<file path="config.mk">
export PLATFORM = sky130hd
export DESIGN_NAME = bwdt_top
export DESIGN_NICKNAME = d
export VERILOG_FILES = /design/src/hdl/bwdt_pkg.sv /design/src/hdl/bwdt_prescaler.sv /design/src/hdl/bwdt_top.sv
export SDC_FILE = /design/constraint.sdc
export NUM_CORES = 1
export LEC_CHECK = 0
export ABC_AREA = 1
export BUFFER_PORTS_ARGS = -buffer_cell sky130_fd_sc_hd__clkbuf_2
export CAP_MARGIN = 20
export CORE_AREA = 2 2 85 87
export DETAILED_ROUTE_END_ITERATION = 8
export DIE_AREA = 0 0 87 89
export PLACE_DENSITY = 0.95
export SLEW_MARGIN = 20
export SYNTH_ARGS = -nofsm -noshare
export SYNTH_HDL_FRONTEND = slang
export SYNTH_SLANG_ARGS = --single-unit
</file>
<file path="constraint.sdc">
create_clock -name mclk_i -period 5 [get_ports mclk_i]
set_input_delay 0.25 -clock mclk_i [delete_from_list [all_inputs] [get_ports mclk_i]]
set_output_delay 0.25 -clock mclk_i [all_outputs]
set_load 0.01 [all_outputs]
</file>
<file path="src/hdl/bwdt_pkg.sv">
`default_nettype none

package bwdt_pkg;

    // Host I/O port addresses
    localparam logic [11:0] ADDR_ARM    = 12'h443;
    localparam logic [11:0] ADDR_DISARM = 12'h843;
    localparam logic [11:0] ADDR_KICK   = 12'h043;
    localparam int          ADDR_W      = 12;

    // Action selector bit positions (set = link closed)
    localparam int ACT_NMI_BIT = 0;
    localparam int ACT_RST_BIT = 1;

    // Period selector codes, bit n = link pair n closed
    localparam logic [3:0] PER_1S   = 4'h4;
    localparam logic [3:0] PER_2S   = 4'hC;
    localparam logic [3:0] PER_10S  = 4'h2;
    localparam logic [3:0] PER_20S  = 4'hA;
    localparam logic [3:0] PER_110S = 4'h1;
    localparam logic [3:0] PER_220S = 4'h9;

    localparam int SEC_W = 8;

    // Timing
    localparam int CLK_PERIOD_NS  = 5;
    localparam int CLK_FREQ_HZ    = 200_000_000;
    localparam int SECOND_S       = 1;
    localparam int CYCLES_PER_SEC = CLK_FREQ_HZ * SECOND_S;
    localparam int PRESC_W        = 28;
    localparam int PULSE_TIME_NS  = 1000;
    localparam int PULSE_CYCLES   =
        (PULSE_TIME_NS + CLK_PERIOD_NS - 1) / CLK_PERIOD_NS;
    localparam int PULSE_W        = 8;

    typedef enum logic [2:0] {
        ST_IDLE  = 3'h1,
        ST_ARMED = 3'h2,
        ST_FIRE  = 3'h4
    } bwdt_state_type;

    // Seconds for a selector code; unknown codes take the longest
    function automatic logic [SEC_W-1:0] bwdt_period_secs(
        input logic [3:0] code);
        case (code)
            PER_1S:   bwdt_period_secs = 8'h01;
            PER_2S:   bwdt_period_secs = 8'h02;
            PER_10S:  bwdt_period_secs = 8'h0A;
            PER_20S:  bwdt_period_secs = 8'h14;
            PER_110S: bwdt_period_secs = 8'h6E;
            default:  bwdt_period_secs = 8'hDC;
        endcase
    endfunction : bwdt_period_secs

endpackage : bwdt_pkg

`default_nettype wire

</file>
<file path="src/hdl/bwdt_prescaler.sv">
`default_nettype none

module bwdt_prescaler
    import bwdt_pkg::*;
#(
    parameter int CYCLES_PER_SEC_P = CYCLES_PER_SEC
) (
    input  wire logic mclk_i,
    input  wire logic sys_rst_i,
    input  wire logic clear_i,
    output var  logic sec_tick_o
);

    localparam logic [PRESC_W-1:0] LAST =
        PRESC_W'(CYCLES_PER_SEC_P - 1);

    logic [PRESC_W-1:0] cnt_reg;

    // Clear restarts a full second, so a retrigger never sees a short one
    always_ff @(posedge mclk_i or posedge sys_rst_i) begin
        if (sys_rst_i) begin
            cnt_reg <= '0;
        end else if (clear_i || cnt_reg == LAST) begin
            cnt_reg <= '0;
        end else begin
            cnt_reg <= cnt_reg + PRESC_W'(1);
        end
    end

    always_ff @(posedge mclk_i or posedge sys_rst_i) begin
        if (sys_rst_i) begin
            sec_tick_o <= 1'b0;
        end else begin
            sec_tick_o <= !clear_i && cnt_reg == LAST;
        end
    end

endmodule : bwdt_prescaler

`default_nettype wire

</file>
<file path="src/hdl/bwdt_top.sv">
// Overview of operation
// Read at 443h arms the watchdog
// Read at 843h disarms, cancelling time-out
// Software retriggers before interval ends
// Expiry fires reset or NMI per setting
// Interval selectable: 1,2,10,20,110,220 seconds
// Action: reset, NMI, or watchdog disabled
// Ports 043h and 443h both control watchdog
// Arming while armed restarts count
`default_nettype none

module bwdt_top
    import bwdt_pkg::*;
#(
    parameter int CYCLES_PER_SEC_P = CYCLES_PER_SEC
) (
    input  wire logic              mclk_i,
    input  wire logic              sys_rst_i,
    input  wire logic              io_rd_n_i,
    input  wire logic [ADDR_W-1:0] io_addr_i,
    input  wire logic [1:0]        timeout_action_select_i,
    input  wire logic [3:0]        timeout_period_select_i,
    output var  logic              sys_reset_o,
    output var  logic              nmi_o,
    output var  logic              armed_o
);

    // Pin synchronisers
    logic              rd_n_s1_reg;
    logic              rd_n_s2_reg;
    logic              rd_n_prev_reg;
    logic [ADDR_W-1:0] addr_s1_reg;
    logic [ADDR_W-1:0] addr_s2_reg;
    logic [1:0]        act_s1_reg;
    logic [1:0]        act_s2_reg;
    logic [3:0]        per_s1_reg;
    logic [3:0]        per_s2_reg;

    always_ff @(posedge mclk_i or posedge sys_rst_i) begin
        if (sys_rst_i) begin
            rd_n_s1_reg   <= 1'b1;
            rd_n_s2_reg   <= 1'b1;
            rd_n_prev_reg <= 1'b1;
            addr_s1_reg   <= '0;
            addr_s2_reg   <= '0;
            act_s1_reg    <= '0;
            act_s2_reg    <= '0;
            per_s1_reg    <= '0;
            per_s2_reg    <= '0;
        end else begin
            rd_n_s1_reg   <= io_rd_n_i;
            rd_n_s2_reg   <= rd_n_s1_reg;
            rd_n_prev_reg <= rd_n_s2_reg;
            addr_s1_reg   <= io_addr_i;
            addr_s2_reg   <= addr_s1_reg;
            act_s1_reg    <= timeout_action_select_i;
            act_s2_reg    <= act_s1_reg;
            per_s1_reg    <= timeout_period_select_i;
            per_s2_reg    <= per_s1_reg;
        end
    end

    // Address passes the same two stages as the strobe, so it lines up with the edge seen here
    logic rd_evt;
    logic arm_evt;
    logic disarm_evt;
    logic kick_evt;
    logic act_en;
    logic act_rst;
    logic [SEC_W-1:0] period_secs;

    assign rd_evt      = rd_n_prev_reg && !rd_n_s2_reg;
    assign arm_evt     = rd_evt && addr_s2_reg == ADDR_ARM;
    assign disarm_evt  = rd_evt && addr_s2_reg == ADDR_DISARM;
    assign kick_evt    = rd_evt && addr_s2_reg == ADDR_KICK;
    assign act_rst     = act_s2_reg[ACT_RST_BIT];
    assign act_en      = act_rst || act_s2_reg[ACT_NMI_BIT];
    assign period_secs = bwdt_period_secs(per_s2_reg);

    bwdt_state_type    state_reg;
    logic [SEC_W-1:0]  sec_cnt_reg;
    logic [PULSE_W-1:0] pulse_cnt_reg;
    logic              sec_tick;
    logic              restart;
    logic              expire;

    assign restart = (arm_evt || kick_evt) && state_reg == ST_ARMED;
    assign expire  = state_reg == ST_ARMED && sec_tick && !restart
                     && !disarm_evt && act_en
                     && sec_cnt_reg + SEC_W'(1) >= period_secs;

    bwdt_prescaler #(
        .CYCLES_PER_SEC_P (CYCLES_PER_SEC_P)
    ) u_presc (
        .mclk_i     (mclk_i),
        .sys_rst_i  (sys_rst_i),
        .clear_i    (state_reg != ST_ARMED || restart),
        .sec_tick_o (sec_tick)
    );

    // Disarm and a disabled action both win over everything
    always_ff @(posedge mclk_i or posedge sys_rst_i) begin
        if (sys_rst_i) begin
            state_reg <= ST_IDLE;
        end else begin
            case (state_reg)
                ST_IDLE: begin
                    if (arm_evt && act_en) begin
                        state_reg <= ST_ARMED;
                    end
                end
                ST_ARMED: begin
                    if (disarm_evt || !act_en) begin
                        state_reg <= ST_IDLE;
                    end else if (expire) begin
                        state_reg <= ST_FIRE;
                    end
                end
                ST_FIRE: begin
                    if (disarm_evt || !act_en ||
                        pulse_cnt_reg == PULSE_W'(PULSE_CYCLES - 1)) begin
                        state_reg <= ST_IDLE;
                    end
                end
                default: state_reg <= ST_IDLE;
            endcase
        end
    end

    always_ff @(posedge mclk_i or posedge sys_rst_i) begin
        if (sys_rst_i) begin
            sec_cnt_reg <= '0;
        end else if (state_reg != ST_ARMED || restart) begin
            sec_cnt_reg <= '0;
        end else if (sec_tick) begin
            sec_cnt_reg <= sec_cnt_reg + SEC_W'(1);
        end
    end

    always_ff @(posedge mclk_i or posedge sys_rst_i) begin
        if (sys_rst_i) begin
            pulse_cnt_reg <= '0;
        end else if (state_reg == ST_FIRE) begin
            pulse_cnt_reg <= pulse_cnt_reg + PULSE_W'(1);
        end else begin
            pulse_cnt_reg <= '0;
        end
    end

    // Outputs follow the next state so they come straight off flops
    always_ff @(posedge mclk_i or posedge sys_rst_i) begin
        if (sys_rst_i) begin
            sys_reset_o <= 1'b0;
            nmi_o       <= 1'b0;
            armed_o     <= 1'b0;
        end else begin
            if (expire) begin
                sys_reset_o <= act_rst;
                nmi_o       <= !act_rst;
            end else if (state_reg != ST_FIRE || disarm_evt || !act_en
                         || pulse_cnt_reg == PULSE_W'(PULSE_CYCLES - 1))
            begin
                sys_reset_o <= 1'b0;
                nmi_o       <= 1'b0;
            end
            armed_o <= (state_reg == ST_IDLE && arm_evt && act_en) ||
                       (state_reg == ST_ARMED && !disarm_evt && act_en
                        && !expire);
        end
    end

    property p_arm;
        @(posedge mclk_i) disable iff (sys_rst_i)
        state_reg == ST_IDLE && arm_evt && act_en
        |=> state_reg == ST_ARMED && armed_o && sec_cnt_reg == 8'h00;
    endproperty
    a_arm: assert property (p_arm)
        else $error("arm read did not arm");

    property p_disarm;
        @(posedge mclk_i) disable iff (sys_rst_i)
        disarm_evt |=> state_reg == ST_IDLE && !sys_reset_o && !nmi_o;
    endproperty
    a_disarm: assert property (p_disarm)
        else $error("disarm read did not disarm");

    property p_fire;
        @(posedge mclk_i) disable iff (sys_rst_i)
        expire |=> sys_reset_o == $past(act_rst) && sys_reset_o != nmi_o
                   ##1 (sys_reset_o || nmi_o);
    endproperty
    a_fire: assert property (p_fire)
        else $error("expiry gave wrong action");

    property p_period;
        @(posedge mclk_i) disable iff (sys_rst_i)
        state_reg == ST_ARMED |-> sec_cnt_reg < period_secs;
    endproperty
    a_period: assert property (p_period)
        else $error("seconds count passed selected period");

    property p_disabled;
        @(posedge mclk_i) disable iff (sys_rst_i)
        !act_en |=> state_reg == ST_IDLE && !armed_o
                    ##1 !sys_reset_o && !nmi_o;
    endproperty
    a_disabled: assert property (p_disabled)
        else $error("disabled watchdog still active");

    property p_kick;
        @(posedge mclk_i) disable iff (sys_rst_i)
        state_reg == ST_ARMED && kick_evt && !disarm_evt && act_en
        |=> state_reg == ST_ARMED && sec_cnt_reg == 8'h00 && !sec_tick;
    endproperty
    a_kick: assert property (p_kick)
        else $error("kick read did not restart count");

    property p_rearm;
        @(posedge mclk_i) disable iff (sys_rst_i)
        state_reg == ST_ARMED && arm_evt && act_en
        |=> sec_cnt_reg == 8'h00 && !$rose(sys_reset_o) && !$rose(nmi_o);
    endproperty
    a_rearm: assert property (p_rearm)
        else $error("re-arm did not restart count");

endmodule : bwdt_top

`default_nettype wire

</file>
# [Yosys cells after proc, flatten, opt, wreduce, memory -nomap -nowiden]
# Cells that the tools add are included.
[word_totals] ramBits=0 inputBits=21 latch_bits=0 elab_cells=89 memories=0 out_inout_bits=3 register_bits=90 rom_bits=0
[classes] add_sub_neg=3 n_div=0 n_reduce_logical=37 shift=0 eq_ne=18 muxes=13 magnitude_cmp=1 n_mul=0 n_bitwise=0
[ops] op="$pmux 8 s5" count=1
[ops] op="$add 28x1->28 const B" count=1
[ops] op="$eq 28x28->1 const B" count=1
[ops] op="$mux 28" count=1
[ops] op="$mux 8" count=3
[ops] op="$logic_and 1x1->1" count=17
[ops] op="$add 8x1->8 const B" count=2
[ops] op="$eq 12x11->1 const B" count=1
[ops] op="$eq 12x12->1 const B" count=1
[ops] op="$eq 12x7->1 const B" count=1
[ops] op="$mux 3" count=4
[ops] op="$logic_or 1x1->1" count=10
[ops] op="$pmux 3 s3" count=1
[ops] op="$eq 4x4->1 const B" count=2
[ops] op="$eq 8x8->1 const B" count=1
[ops] op="$ge 8x8->1" count=1
[ops] op="$logic_not 1->1" count=7
[ops] op="$ne 3x2->1 const B" count=2
[ops] op="$eq 4x1->1 const B" count=1
[ops] op="$eq 4x2->1 const B" count=1
[ops] op="$eq 4x3->1 const B" count=1
[ops] op="$ne 2x2->1 const B" count=2
[ops] op="$reduce_bool 2->1" count=2
[ops] op="$eq 3x1->1 const B" count=1
[ops] op="other kinds (5)" count=7

# [Longest topological paths before layout]
# Gate-level depths: netlist of run 1.
[depth] word_depth=13 depth_mapped=16 ltp_nobuf=16

# [By module]
# Synthesis of run 1 repeated with hierarchy kept, for this count alone.
[unflattened] hier_cells=511 area_unflattened_um2=4327.9
[modules_own_cells] mod="bwdt_top" cells_each=249 instances=1 area_each_um2=2531.2 seq_area_each_um2=1531.5
[modules_own_cells] mod="bwdt_prescaler" cells_each=262 instances=1 area_each_um2=1796.7 seq_area_each_um2=725.7

# [Worst setup path before layout of run 1]
# OpenSTA, ideal clock, no wires.
[synth_path] path_kind="register -> register" from="register sec_cnt_reg[0]" to="register armed_o" required_ps=4882 stages_incl_launch_ff=13 n_path_buf=0 period_less_slack_ps=2041 arrival_time_ps=1922 setup_ps=118 path_slack_ps=2959 cell_sequence="dfrtp_1 -> ha_1 -> nand3_1 -> nor3b_1 -> xor2_1 -> inv_1 -> ha_1 -> nand2_1 -> o21a_1 -> nand2_1 -> nand3_1 -> nand2_1 -> nand2_1"
[synth_between] elab_chain_cells=6
[synth_rtl] element="from (decl)" line="bwdt_top.sv:81" source="logic [SEC_W-1:0] sec_cnt_reg;"
[synth_rtl] element="from (signal assigned)" line="bwdt_top.sv:136" source="sec_cnt_reg <= sec_cnt_reg + SEC_W'(1);"
[synth_rtl] element="$add 8x1->8" line="bwdt_top.sv:90" source="&& sec_cnt_reg + SEC_W'(1) >= period_secs;"
[synth_rtl] element="$ge 8x8->1" line="bwdt_top.sv:90"
[synth_rtl] element="$logic_and 1x1->1" line="bwdt_top.sv:90"
[synth_rtl] element="$logic_not 1->1" line="bwdt_top.sv:168" source="&& !expire);"
[synth_rtl] element="$logic_and 1x1->1" line="bwdt_top.sv:168"
[synth_rtl] element="$logic_or 1x1->1" line="bwdt_top.sv:166" source="armed_o <= (state_reg == ST_IDLE && arm_evt && act_en) ||"
[synth_rtl] element="to (signal assigned)" line="bwdt_top.sv:166"
[synth_rtl] element="to (decl)" line="bwdt_top.sv:25" source="output var logic armed_o"
# No other way between the ends.
# A chain may end at the register's enable or synchronous reset.

# [Worst setup path in the final report of run 1]
[layout_path] from="register sec_cnt_reg[0]" to="register state_reg[1]"
[layout_between] elab_chain_cells=5
[layout_rtl] element="$add 8x1->8" line="bwdt_top.sv:90"
[layout_rtl] element="$ge 8x8->1" line="bwdt_top.sv:90"
[layout_rtl] element="$logic_and 1x1->1" line="bwdt_top.sv:90"
[layout_rtl] element="$ne 3x2->1 (no source line)"
[layout_rtl] element="$reduce_and 3->1 (no source line)"
[layout_rtl] element="to (signal assigned)" line="bwdt_top.sv:104" source="state_reg <= ST_IDLE;"
[layout_rtl] element="to (signal assigned)" line="bwdt_top.sv:109" source="state_reg <= ST_ARMED;"
[layout_rtl] element="to (signal assigned)" line="bwdt_top.sv:114" source="state_reg <= ST_IDLE;"
[layout_rtl] element="to (decl)" line="bwdt_top.sv:80" source="bwdt_state_type state_reg;"
# No other way between the ends.

==> results of run 1 <==
-- cells by family (layout without fill, tap and decap cells) --
family,after synthesis,in the layout,share of synthesized area [%]
compound gates,24,24,2.911
xor+xnor,20,20,4.035
fa+ha+maj,11,11,3.170
buf+inv,70,124,6.801
flops,90,90,51.99
simple gates,275,275,31.10
-- critical path: stages (launching register included) --
cell and delay (ns):
dfrtp_1 0.42, ha_1 0.21, nand3_1 0.11, nor3b_1 0.25, xor2_1 0.24, inv_1 0.07, ha_1 0.27, nand2_1 0.06
o21a_1 0.19, nand2_1 0.11, nand3_1 0.12, nand2_1 0.12, nand2_1 0.06
-- power by group through the flow --
stage	Clock, mW	Combinational [mW]	Sequential (mW)
global route	0.596	0.0574	0.753
finish	0.561	0.0506	0.751
floorplan	0	0.0232	0.763
CTS	0.561	0.0464	0.750
global placement	0	0.0358	0.763
detailed placement	0	0.0389	0.765
-- repair_timing --
item	in CTS	in global routing
hold buffers	12	6
hold endpoints to repair	37	6
gates resized for setup	0	0
-- worst min-delay path by stage --
stage,start,to,cells after the start
after floorplan,io_rd_n_i,rd_n_s1_reg,0
after global placement,sys_rst_i,state_reg[2],2
after detailed placement,sys_rst_i,state_reg[1],2
after CTS,io_addr_i[4],addr_s1_reg[4],1
after global routing,io_addr_i[8],addr_s1_reg[8],1
final,io_addr_i[4],addr_s1_reg[4],1
-- synthesized netlist by cell type (4+ instances only) --
cell / n
nand2_1: 107
dfrtp_1: 86
nor2_1: 67
inv_1: 60
nand3_1: 32
nor3_1: 18
nor2_4: 15
xor2_1: 14
nor2_2: 13
a21oi_1: 12
ha_1: 11
o21ai_0: 9
nand4_1: 7
xnor2_1: 6
nand2_2: 5
dfstp_2: 4
inv_2: 4
-- placed cells by master, fill, tap and decap left out, types with 5 or more instances in the layout --
cell type and n:
nor2_2 13, nor2_4 15, dlygate4sd3_1 18, dfrtp_1 86, clkbuf_8 10, nor2_1 67
xor2_1 14, nand3_1 32, xnor2_1 6, nand4_1 7, o21ai_0 9, clkbuf_2 23
nor3_1 18, ha_1 11, inv_1 59, nand2_2 5, a21oi_1 12, nand2_1 107
-- metrics by stage --
| stage | cell area, µm² | std cells | total power [mW] | setup WS [ns] | util, % |
|---|---|---|---|---|---|
| CTS | 4867 | 618 | 1.358 | 2.716 | 72.44 |
| global route | 4927 | 624 | 1.406 | 2.542 | 73.33 |
| finish | 4927 | 624 | 1.363 | 2.678 | 73.33 |
| detailed placement | 4526 | 590 | 0.8035 | 2.740 | 67.36 |
| global placement | 4526 | 590 | 0.7993 | 2.852 | 67.36 |
| floorplan | 4342 | 490 | 0.7859 | 2.421 | - |
-- area by class of cell --
| class | count | area, µm² | area share, % |
|---|---|---|---|
| repair buffers | 42 | 302.8 | 6.145 |
| well taps | 80 | 100.1 | 2.031 |
| flip-flops and latches | 90 | 2257 | 45.81 |
| multi-input cells | 330 | 1789 | 36.31 |
| clock inverters | 4 | 76.32 | 1.549 |
| inverters | 66 | 256.5 | 5.206 |
| clock buffers | 12 | 145.1 | 2.946 |
-- per-layer routing --
metal  wire length, µm  share of wire [%]  up-vias  global-route usage (%)
met1              3883                 41     1672                   29.49
met4               181                1.9        0                   7.528
met5                 0                  0        -                       0
met3               360                3.8       18                   6.187
li1                  -                  -     1641                       -
met2              5063                 53       91                   50.38
==> flow_metrics.tcl, run 1 <==
set metrics [dict create \
    status "complete, no violations" \
    critPathMaxFanout 4 \
    worst_pin_slew_ns 0.7563 \
    grt_overflow 0 \
    p_seq_share_pct 55.1 \
    grt_start_max_net_pins 64 \
    numPortBuffers 23 \
    area_growth_pct 13.49 \
    power_switching_mw 0.2999 \
    critPathCaptureType "flip-flop" \
    grt_pass1_vias 3547 \
    ios 24 \
    p_int_mw 1.063 \
    antenna_found_initial 0 \
    num_rows 30 \
    insertion_delay_ns 0.36 \
    core_um2 6719 \
    yosys_warnings 0 \
    drive_gt1_share_pct 16.18 \
    timing.hold.ws_ns 0.006590 \
    routed_wl_mm 9.489 \
    reg2reg_depth 12 \
    slew-limit-headroom_pct 49.58 \
    maxCapViolations 0 \
    cts_tree "yes" \
    finalSetupTns_ns 0 \
    cp.required_ns 5.25 \
    path_class "reg -> reg" \
    num-nets-final 571 \
    start_util_pct 64.62 \
    timing.fmax_mhz 430.7 \
    finClkSkew_ns 0.01628 \
    drt_iter0_drc 215 \
    rr_endpoint "state_reg[1]" \
    cts_setup_buffers 0 \
    die_area_um2 7743 \
    dieHeight_um 89 \
    startpoint "sec_cnt_reg[0]" \
    diodes 0 \
    max-clock-path-buffers 2 \
    ys_types 35 \
    syn_avg_cell_area_um2 8.861 \
    peakVddDrop_mv 0.1917 \
    clkPwrFrac_pct 41.2 \
    wl_per_cell_um 15.21 \
    syn_inst 490 \
    leakage_nw 2.278 \
    startpoint_type "flip-flop" \
    clkTransAtPathRegs_ns 0.09 \
    ant_nets 0 \
    root_buffer "clkbuf_8" \
    grt_usage_pct 26.47 \
    syn-cell-area_um2 4342 \
    numCtsBuffers 9 \
    grt_setup_unrepaired "false" \
    drv_slew 0 \
    min_period_ns 2.322 \
    yosysSeqAreaShare_pct 51.99 \
    r2r_slack_ns 2.68 \
    async_flop_share_pct 100.0 \
    largest_register_ff_count 28 \
    synth-main-ff-cell "dfrtp_1" \
    synth-edff-count 0 \
    hold_class "in -> reg" \
    synth_area_leader_cell "dfrtp_1" \
    synth_top_area_share_pct 49.57 \
    hold_viol 0 \
    place_congestion 0.9727 \
    power_frac_comb_pct 3.7 \
    grt_pass1_wl_mm 15.66 \
    r2r-start "sec_cnt_reg[0]" \
    cellPowerDensity_nw_per_um2 276.6 \
    syn_nets 522 \
    viasPerCell 5.484 \
    fin_crit_sh_pct 46.44 \
    cts_num_sinks 90 \
    first_pass_iters 4 \
    hpwl_mm 6.482 \
    cp-endpoint "state_reg[1]" \
    ys_ff_latch 90 \
    drc 0 \
    vias 3422 \
    fillers 479 \
    h-tree-depth 3 \
    setup-violations-final 0 \
    swShare_pct 22.00 \
    die_w_um 87 \
    critical_path_arrival_ns 2.57 \
    synth_area_leaders "dfrtp_1 50%, nand2_1 9.3%, nor2_1 5.8%" \
]
No activity file was read; power rests on OpenSTA's default activity.
==> inputs of run 2 (changes only) <==
CORE_AREA = 2 2 88 90   (was 2 2 85 87)
DIE_AREA = 0 0 90 92   (was 0 0 87 89)
PLACE_DENSITY = 0.9   (was 0.95)
clock period = 2.3 ns   (was 5 ns; I/O delays follow)
==> run 2 against run 1 <==
  * Flip-flop and latch count unchanged
  * Worst hold slack better by 0.34 ns
  * Sequential power up 120%
  * Non-clock buffer count up 6
  * Combinational power up 130%
  * Via count down 1.1%
  * Clock-buffer cell count down 1
  * First-iteration DRC count up 13%
  * Sequential share of layout area down 1.5 points
  * Power up 130%
  * Die area up 6.9%
  * Wire length down 5.3%
  * Critical path type unchanged
  * Highest routed layer unchanged
==> flow_metrics.tcl, run 2 (synthesis gave the netlist of run 1 again) <==
set metrics [dict create \
    fin_crit_sh_pct 95.56 \
    diodes 0 \
    ff_latch_area_um2 2257 \
    root_buffer "clkbuf_8" \
    numCtsBuffers 9 \
    num_rows 32 \
    hold_viol 0 \
    critPathCaptureType "flip-flop" \
    core_um2 7447 \
    grt_usage_pct 23.36 \
    finalPower_mw 3.077 \
    first_pass_iters 6 \
    grt_pass1_vias 3480 \
    min_period_ns 2.198 \
    peakVddDrop_mv 0.3320 \
    viasPerCell 5.193 \
    post-place-cells 612 \
    drive_gt1_share_pct 18.18 \
    drv_slew 0 \
    slew-limit-headroom_pct 59.45 \
    area_growth_pct 17.26 \
    critPathMaxFanout 3 \
    h-tree-depth 3 \
    grt_start_max_net_pins 64 \
    leakage_nw 2.326 \
    hpwl_mm 6.113 \
    place_congestion 0.9872 \
    num-nets-final 577 \
    wl_per_cell_um 13.79 \
    cts_tree "yes" \
    fillers 545 \
    status "complete, no violations" \
    grt_overflow 0 \
    maxCapViolations 0 \
    insertion_delay_ns 0.36 \
    clkTransAtPathRegs_ns 0.09 \
    setup-violations-final 0 \
    worst_pin_slew_ns 0.6069 \
    max-clock-path-buffers 2 \
    hold_class "in -> async" \
    dieHeight_um 92 \
    final_cell_mix "106 x nand2_1, 86 x dfrtp_1, 67 x nor2_1" \
    antenna_found_initial 0 \
    start_util_pct 58.30 \
    cp.required_ns 2.56 \
    largest_register_ff_count 28 \
    die_w_um 90 \
    vias 3386 \
    routed_wl_mm 8.988 \
    multi_input_area_um2 1831 \
    layout_commonest_cell "nand2_1" \
    finClkSkew_ns 0.01234 \
    critical_path_arrival_ns 2.46 \
    drc 0 \
    timing.fmax_mhz 455.0 \
    path_class "reg -> reg" \
    ant_nets 0 \
    cellPowerDensity_nw_per_um2 604.4 \
    startpoint_type "flip-flop" \
    drt_iter0_drc 242 \
    grt_pass1_wl_mm 15.43 \
    ios 24 \
    die_area_um2 8280 \
    numPortBuffers 23 \
    stdcell_count 652 \
    cts_num_sinks 90 \
]
==> run 2: per-stage QoR <==
stage	hold WS, ns	instance area (µm²)	TNS, ns	worst slack [ns]	utilization [%]
3_3_place_gp	0.1808	4568	0	0.1503	61.34
2_1_floorplan	0.1195	4345	0	0.2592	-
6_report	0.3473	5091	0	0.1021	68.36
4_1_cts	0.3516	5020	0	0.01991	67.41
5_1_grt	0.3594	5091	-0.1570	-0.07973	68.36
3_5_place_dp	0.2057	4568	0	0.03879	61.34
==> run 2: layout make-up <==
| class | count | share of cell area (%) |
|---|---|---|
| Sequential cell | 90 | 44.34 |
| Clock buffer | 11 | 2.777 |
| Multi-Input combinational cell | 330 | 35.95 |
| Inverter | 66 | 5.087 |
| Timing Repair Buffer | 48 | 7.176 |
| Tap cell | 102 | 2.507 |
| Clock inverter | 5 | 2.163 |
==> run 2: power by group <==
group	switching (mW)	internal, mW	total, mW	leakage (nW)
clock	0.565	0.764	1.33	0.126
combinational	0.0653	0.0517	0.117	1.04
sequential	0.0133	1.62	1.63	1.16
==> run 2: final timing paths <==
| path | start | endpoint | cells after the start | slack (ns) |
|---|---|---|---|---|
| setup / recovery | sec_cnt_reg[1] | armed_o | 12 | 0.10 |
| hold / removal | sys_rst_i | addr_s1_reg[0] | 3 | 0.35 |
| setup reg to reg | sec_cnt_reg[1] | armed_o | 12 | 0.10 |
| hold reg to reg | per_s1_reg[1] | per_s2_reg[1] | 0 | 0.35 |
| max in group asynchronous | sys_rst_i | state_reg[0] | 4 | 1.21 |
| min in group mclk_i | per_s1_reg[1] | per_s2_reg[1] | 0 | 0.35 |
==> run 2: worst max-delay path: stages (launching register included) <==
cell and delay, ns:
dfrtp_1 0.44, ha_4 0.17, nand3_2 0.08, nor3b_2 0.22
xor2_1 0.22, inv_1 0.07, ha_1 0.28, nand2_1 0.06
o21a_1 0.20, nand2_2 0.09, nand3_1 0.10, nand2_1 0.11
nand2_1 0.05
==> run 2: timing repair <==
item,CTS,global route
endpoints found under the setup margin,0,5
hold buffers,20,0
setup buffers,0,4
endpoints found under the hold margin,43,0
gates resized for setup,0,9
==> run 2: layer usage <==
layer	wire length [µm]	vias up	part of all wire, %	global-route usage [%]
met5	0	-	0	0
met4	272	0	3.0	8.205
met3	467	30	5.2	5.752
met2	4631	117	52	41.10
met1	3617	1599	40	28.10
li1	-	1640	-	-
==> inputs of run 3 (changes only) <==
CAP_MARGIN = 25   (was 20)
CORE_AREA = 2 2 92 94   (was 2 2 88 90)
DIE_AREA = 0 0 94 96   (was 0 0 90 92)
PLACE_DENSITY = 0.87   (was 0.9)
clock period = 2 ns   (was 2.3 ns; I/O delays follow)
==> run 3 against run 2 <==
  * The flow now finishes with violations (setup timing)
  * Clock-buffer cell count rose by 1
  * Power rose by 3.1%
  * Cell count rose by 3.4%
  * First-iteration DRC count fell by 43%
  * Largest cell class unchanged
  * Largest power group unchanged
==> flow_metrics.tcl, run 3 (synthesis gave the netlist of run 1 again) <==
set metrics [dict create \
    clkTransAtPathRegs_ns 0.09 \
    grt_pass1_vias 3599 \
    grt_overflow 0 \
    final_cell_mix "103 x nand2_1, 85 x dfrtp_1, 66 x nor2_1" \
    grt_usage_pct 23.19 \
    final.setup.worst_slack_ns -0.1738 \
    numCtsBuffers 9 \
    grt_start_max_net_pins 36 \
    maxCapViolations 0 \
    timing.fmax_mhz 460.0 \
    core_um2 8051 \
    hold_class "in -> async" \
    largest_register_ff_count 28 \
    antenna_found_initial 0 \
    min_period_ns 2.174 \
    area_growth_pct 20.86 \
    critPathMaxFanout 2 \
    numPortBuffers 23 \
    drive_gt1_share_pct 22.85 \
    num_rows 33 \
    diodes 0 \
    cts_tree "yes" \
    ant_nets 0 \
    ios 24 \
    h-tree-depth 3 \
    finClkSkew_ns 0.01041 \
    status "finished with violations" \
    clkPwrFrac_pct 36.2 \
    cts_num_sinks 90 \
    cellPowerDensity_nw_per_um2 604.4 \
    finalPower_mw 3.171 \
    critical_path_arrival_ns 2.47 \
    drt_iter0_drc 137 \
    critPathCaptureType "flip-flop" \
    worst_pin_slew_ns 0.5191 \
    max-clock-path-buffers 2 \
    path_class "reg -> reg" \
    die_area_um2 9024 \
    power_frac_comb_pct 4.7 \
    hold_viol 0 \
    grt_setup_unrepaired "true" \
    root_buffer "clkbuf_8" \
    fin_crit_sh_pct 108.7 \
    insertion_delay_ns 0.36 \
    layout_commonest_cell "nand2_1" \
    startpoint_type "flip-flop" \
    leakage_nw 2.397 \
    routed_wl_mm 9.405 \
    dieHeight_um 96 \
    place_congestion 0.9215 \
    viasPerCell 5.110 \
    power_switching_mw 0.7412 \
    violations "setup timing" \
    vias 3444 \
    post-route-util_pct 65.17 \
    p_int_mw 2.430 \
    num-nets-final 596 \
    post-place-cells 624 \
    grt_pass1_wl_mm 16.00 \
    hpwl_mm 6.518 \
    stdcell_count 674 \
    drc 0 \
    swShare_pct 23.37 \
    setup-violations-final 5 \
    cp.required_ns 2.30 \
    wl_per_cell_um 13.95 \
    p_seq_share_pct 59.2 \
    die_w_um 94 \
    slew-limit-headroom_pct 65.32 \
    first_pass_iters 4 \
    drv_slew 0 \
    peakVddDrop_mv 0.3663 \
    start_util_pct 53.92 \
]
## run 3: cell types whose count changed in the layout (fill, tap and decap cells not counted), moves of 2 or more
cell       previous run  this run
ha_1                 10         7
buf_12                1         4
nand2_1             106       103
nand2_2               6         9
clkinv_4              0         2
bufinv_16             3         0
ha_2                  0         2
buf_4                 4        19
## run 3: stage by stage
stage                     area [µm²]  setup WS, ns  hold slack (ns)  setup TNS (ns)
after floorplan                 4358       0.01290           0.1045               0
after global placement          4690      -0.01052           0.1488        -0.01889
after detailed placement        4690       -0.1678           0.1568         -0.6830
after CTS                       5151      -0.08452           0.3155         -0.3167
after global routing            5248       -0.2648           0.3437          -1.161
final                           5248       -0.1738           0.3108         -0.6904
## run 3: power groups by stage
stage	clock network (mW)	logic (mW)	registers [mW]
detailed placement	0	0.110	1.91
global placement	0	0.102	1.91
global route	1.28	0.167	1.88
finish	1.15	0.148	1.88
CTS	1.17	0.141	1.88
floorplan	0	0.0585	1.91
## run 3: what timing repair did
item | in CTS | in global routing
buffers inserted | 8 | 6
hold endpoints to repair | 39 | 0
resized for setup | 5 | 12
hold buffers | 20 | 0
endpoints found under the setup margin | 5 | 12
pin swaps | 8 | 11
## run 3: routing by layer
metal	up-vias	part of all wire [%]	GRT usage [%]
met3	21	3.0	4.542
met1	1678	39	25.66
li1	1679	-	-
met4	0	2.5	10.99
met2	66	55	42.86
met5	-	0	0
## run 3: worst paths after layout
| path | start | end | slack [ns] | cells after the start |
|---|---|---|---|---|
| setup / recovery | sec_cnt_reg[0] | sys_reset_o | -0.17 | 12 |
| hold / removal | sys_rst_i | u_presc.cnt_reg[8] | 0.31 | 3 |
| setup reg to reg | sec_cnt_reg[0] | sys_reset_o | -0.17 | 12 |
| hold reg to reg | addr_s1_reg[3] | addr_s2_reg[3] | 0.35 | 0 |
| max in group asynchronous | sys_rst_i | rd_n_prev_reg | 1.09 | 4 |
| min in group mclk_i | addr_s1_reg[3] | addr_s2_reg[3] | 0.35 | 0 |
## run 3: layout make-up
class / count / area, µm²
clock inverter: 4 / 36.28
tap: 105 / 131.4
inverter: 66 / 259.0
timing repair buffer: 67 / 549.3
sequential: 90 / 2258
clock buffer: 12 / 145.1
multi-input combinational: 330 / 1868
fill: 640 / 2804
## run 3: worst max-delay path, cell delays in order (launching register included)
cell	delay (ns)
dfrtp_1	0.37
ha_2	0.20
nand3_2	0.09
nor3b_2	0.22
xor2_1	0.22
inv_1	0.08
ha_1	0.29
nand2_2	0.06
o21a_1	0.17
nand2_2	0.10
buf_6	0.11
nand4_1	0.11
nand2_1	0.09
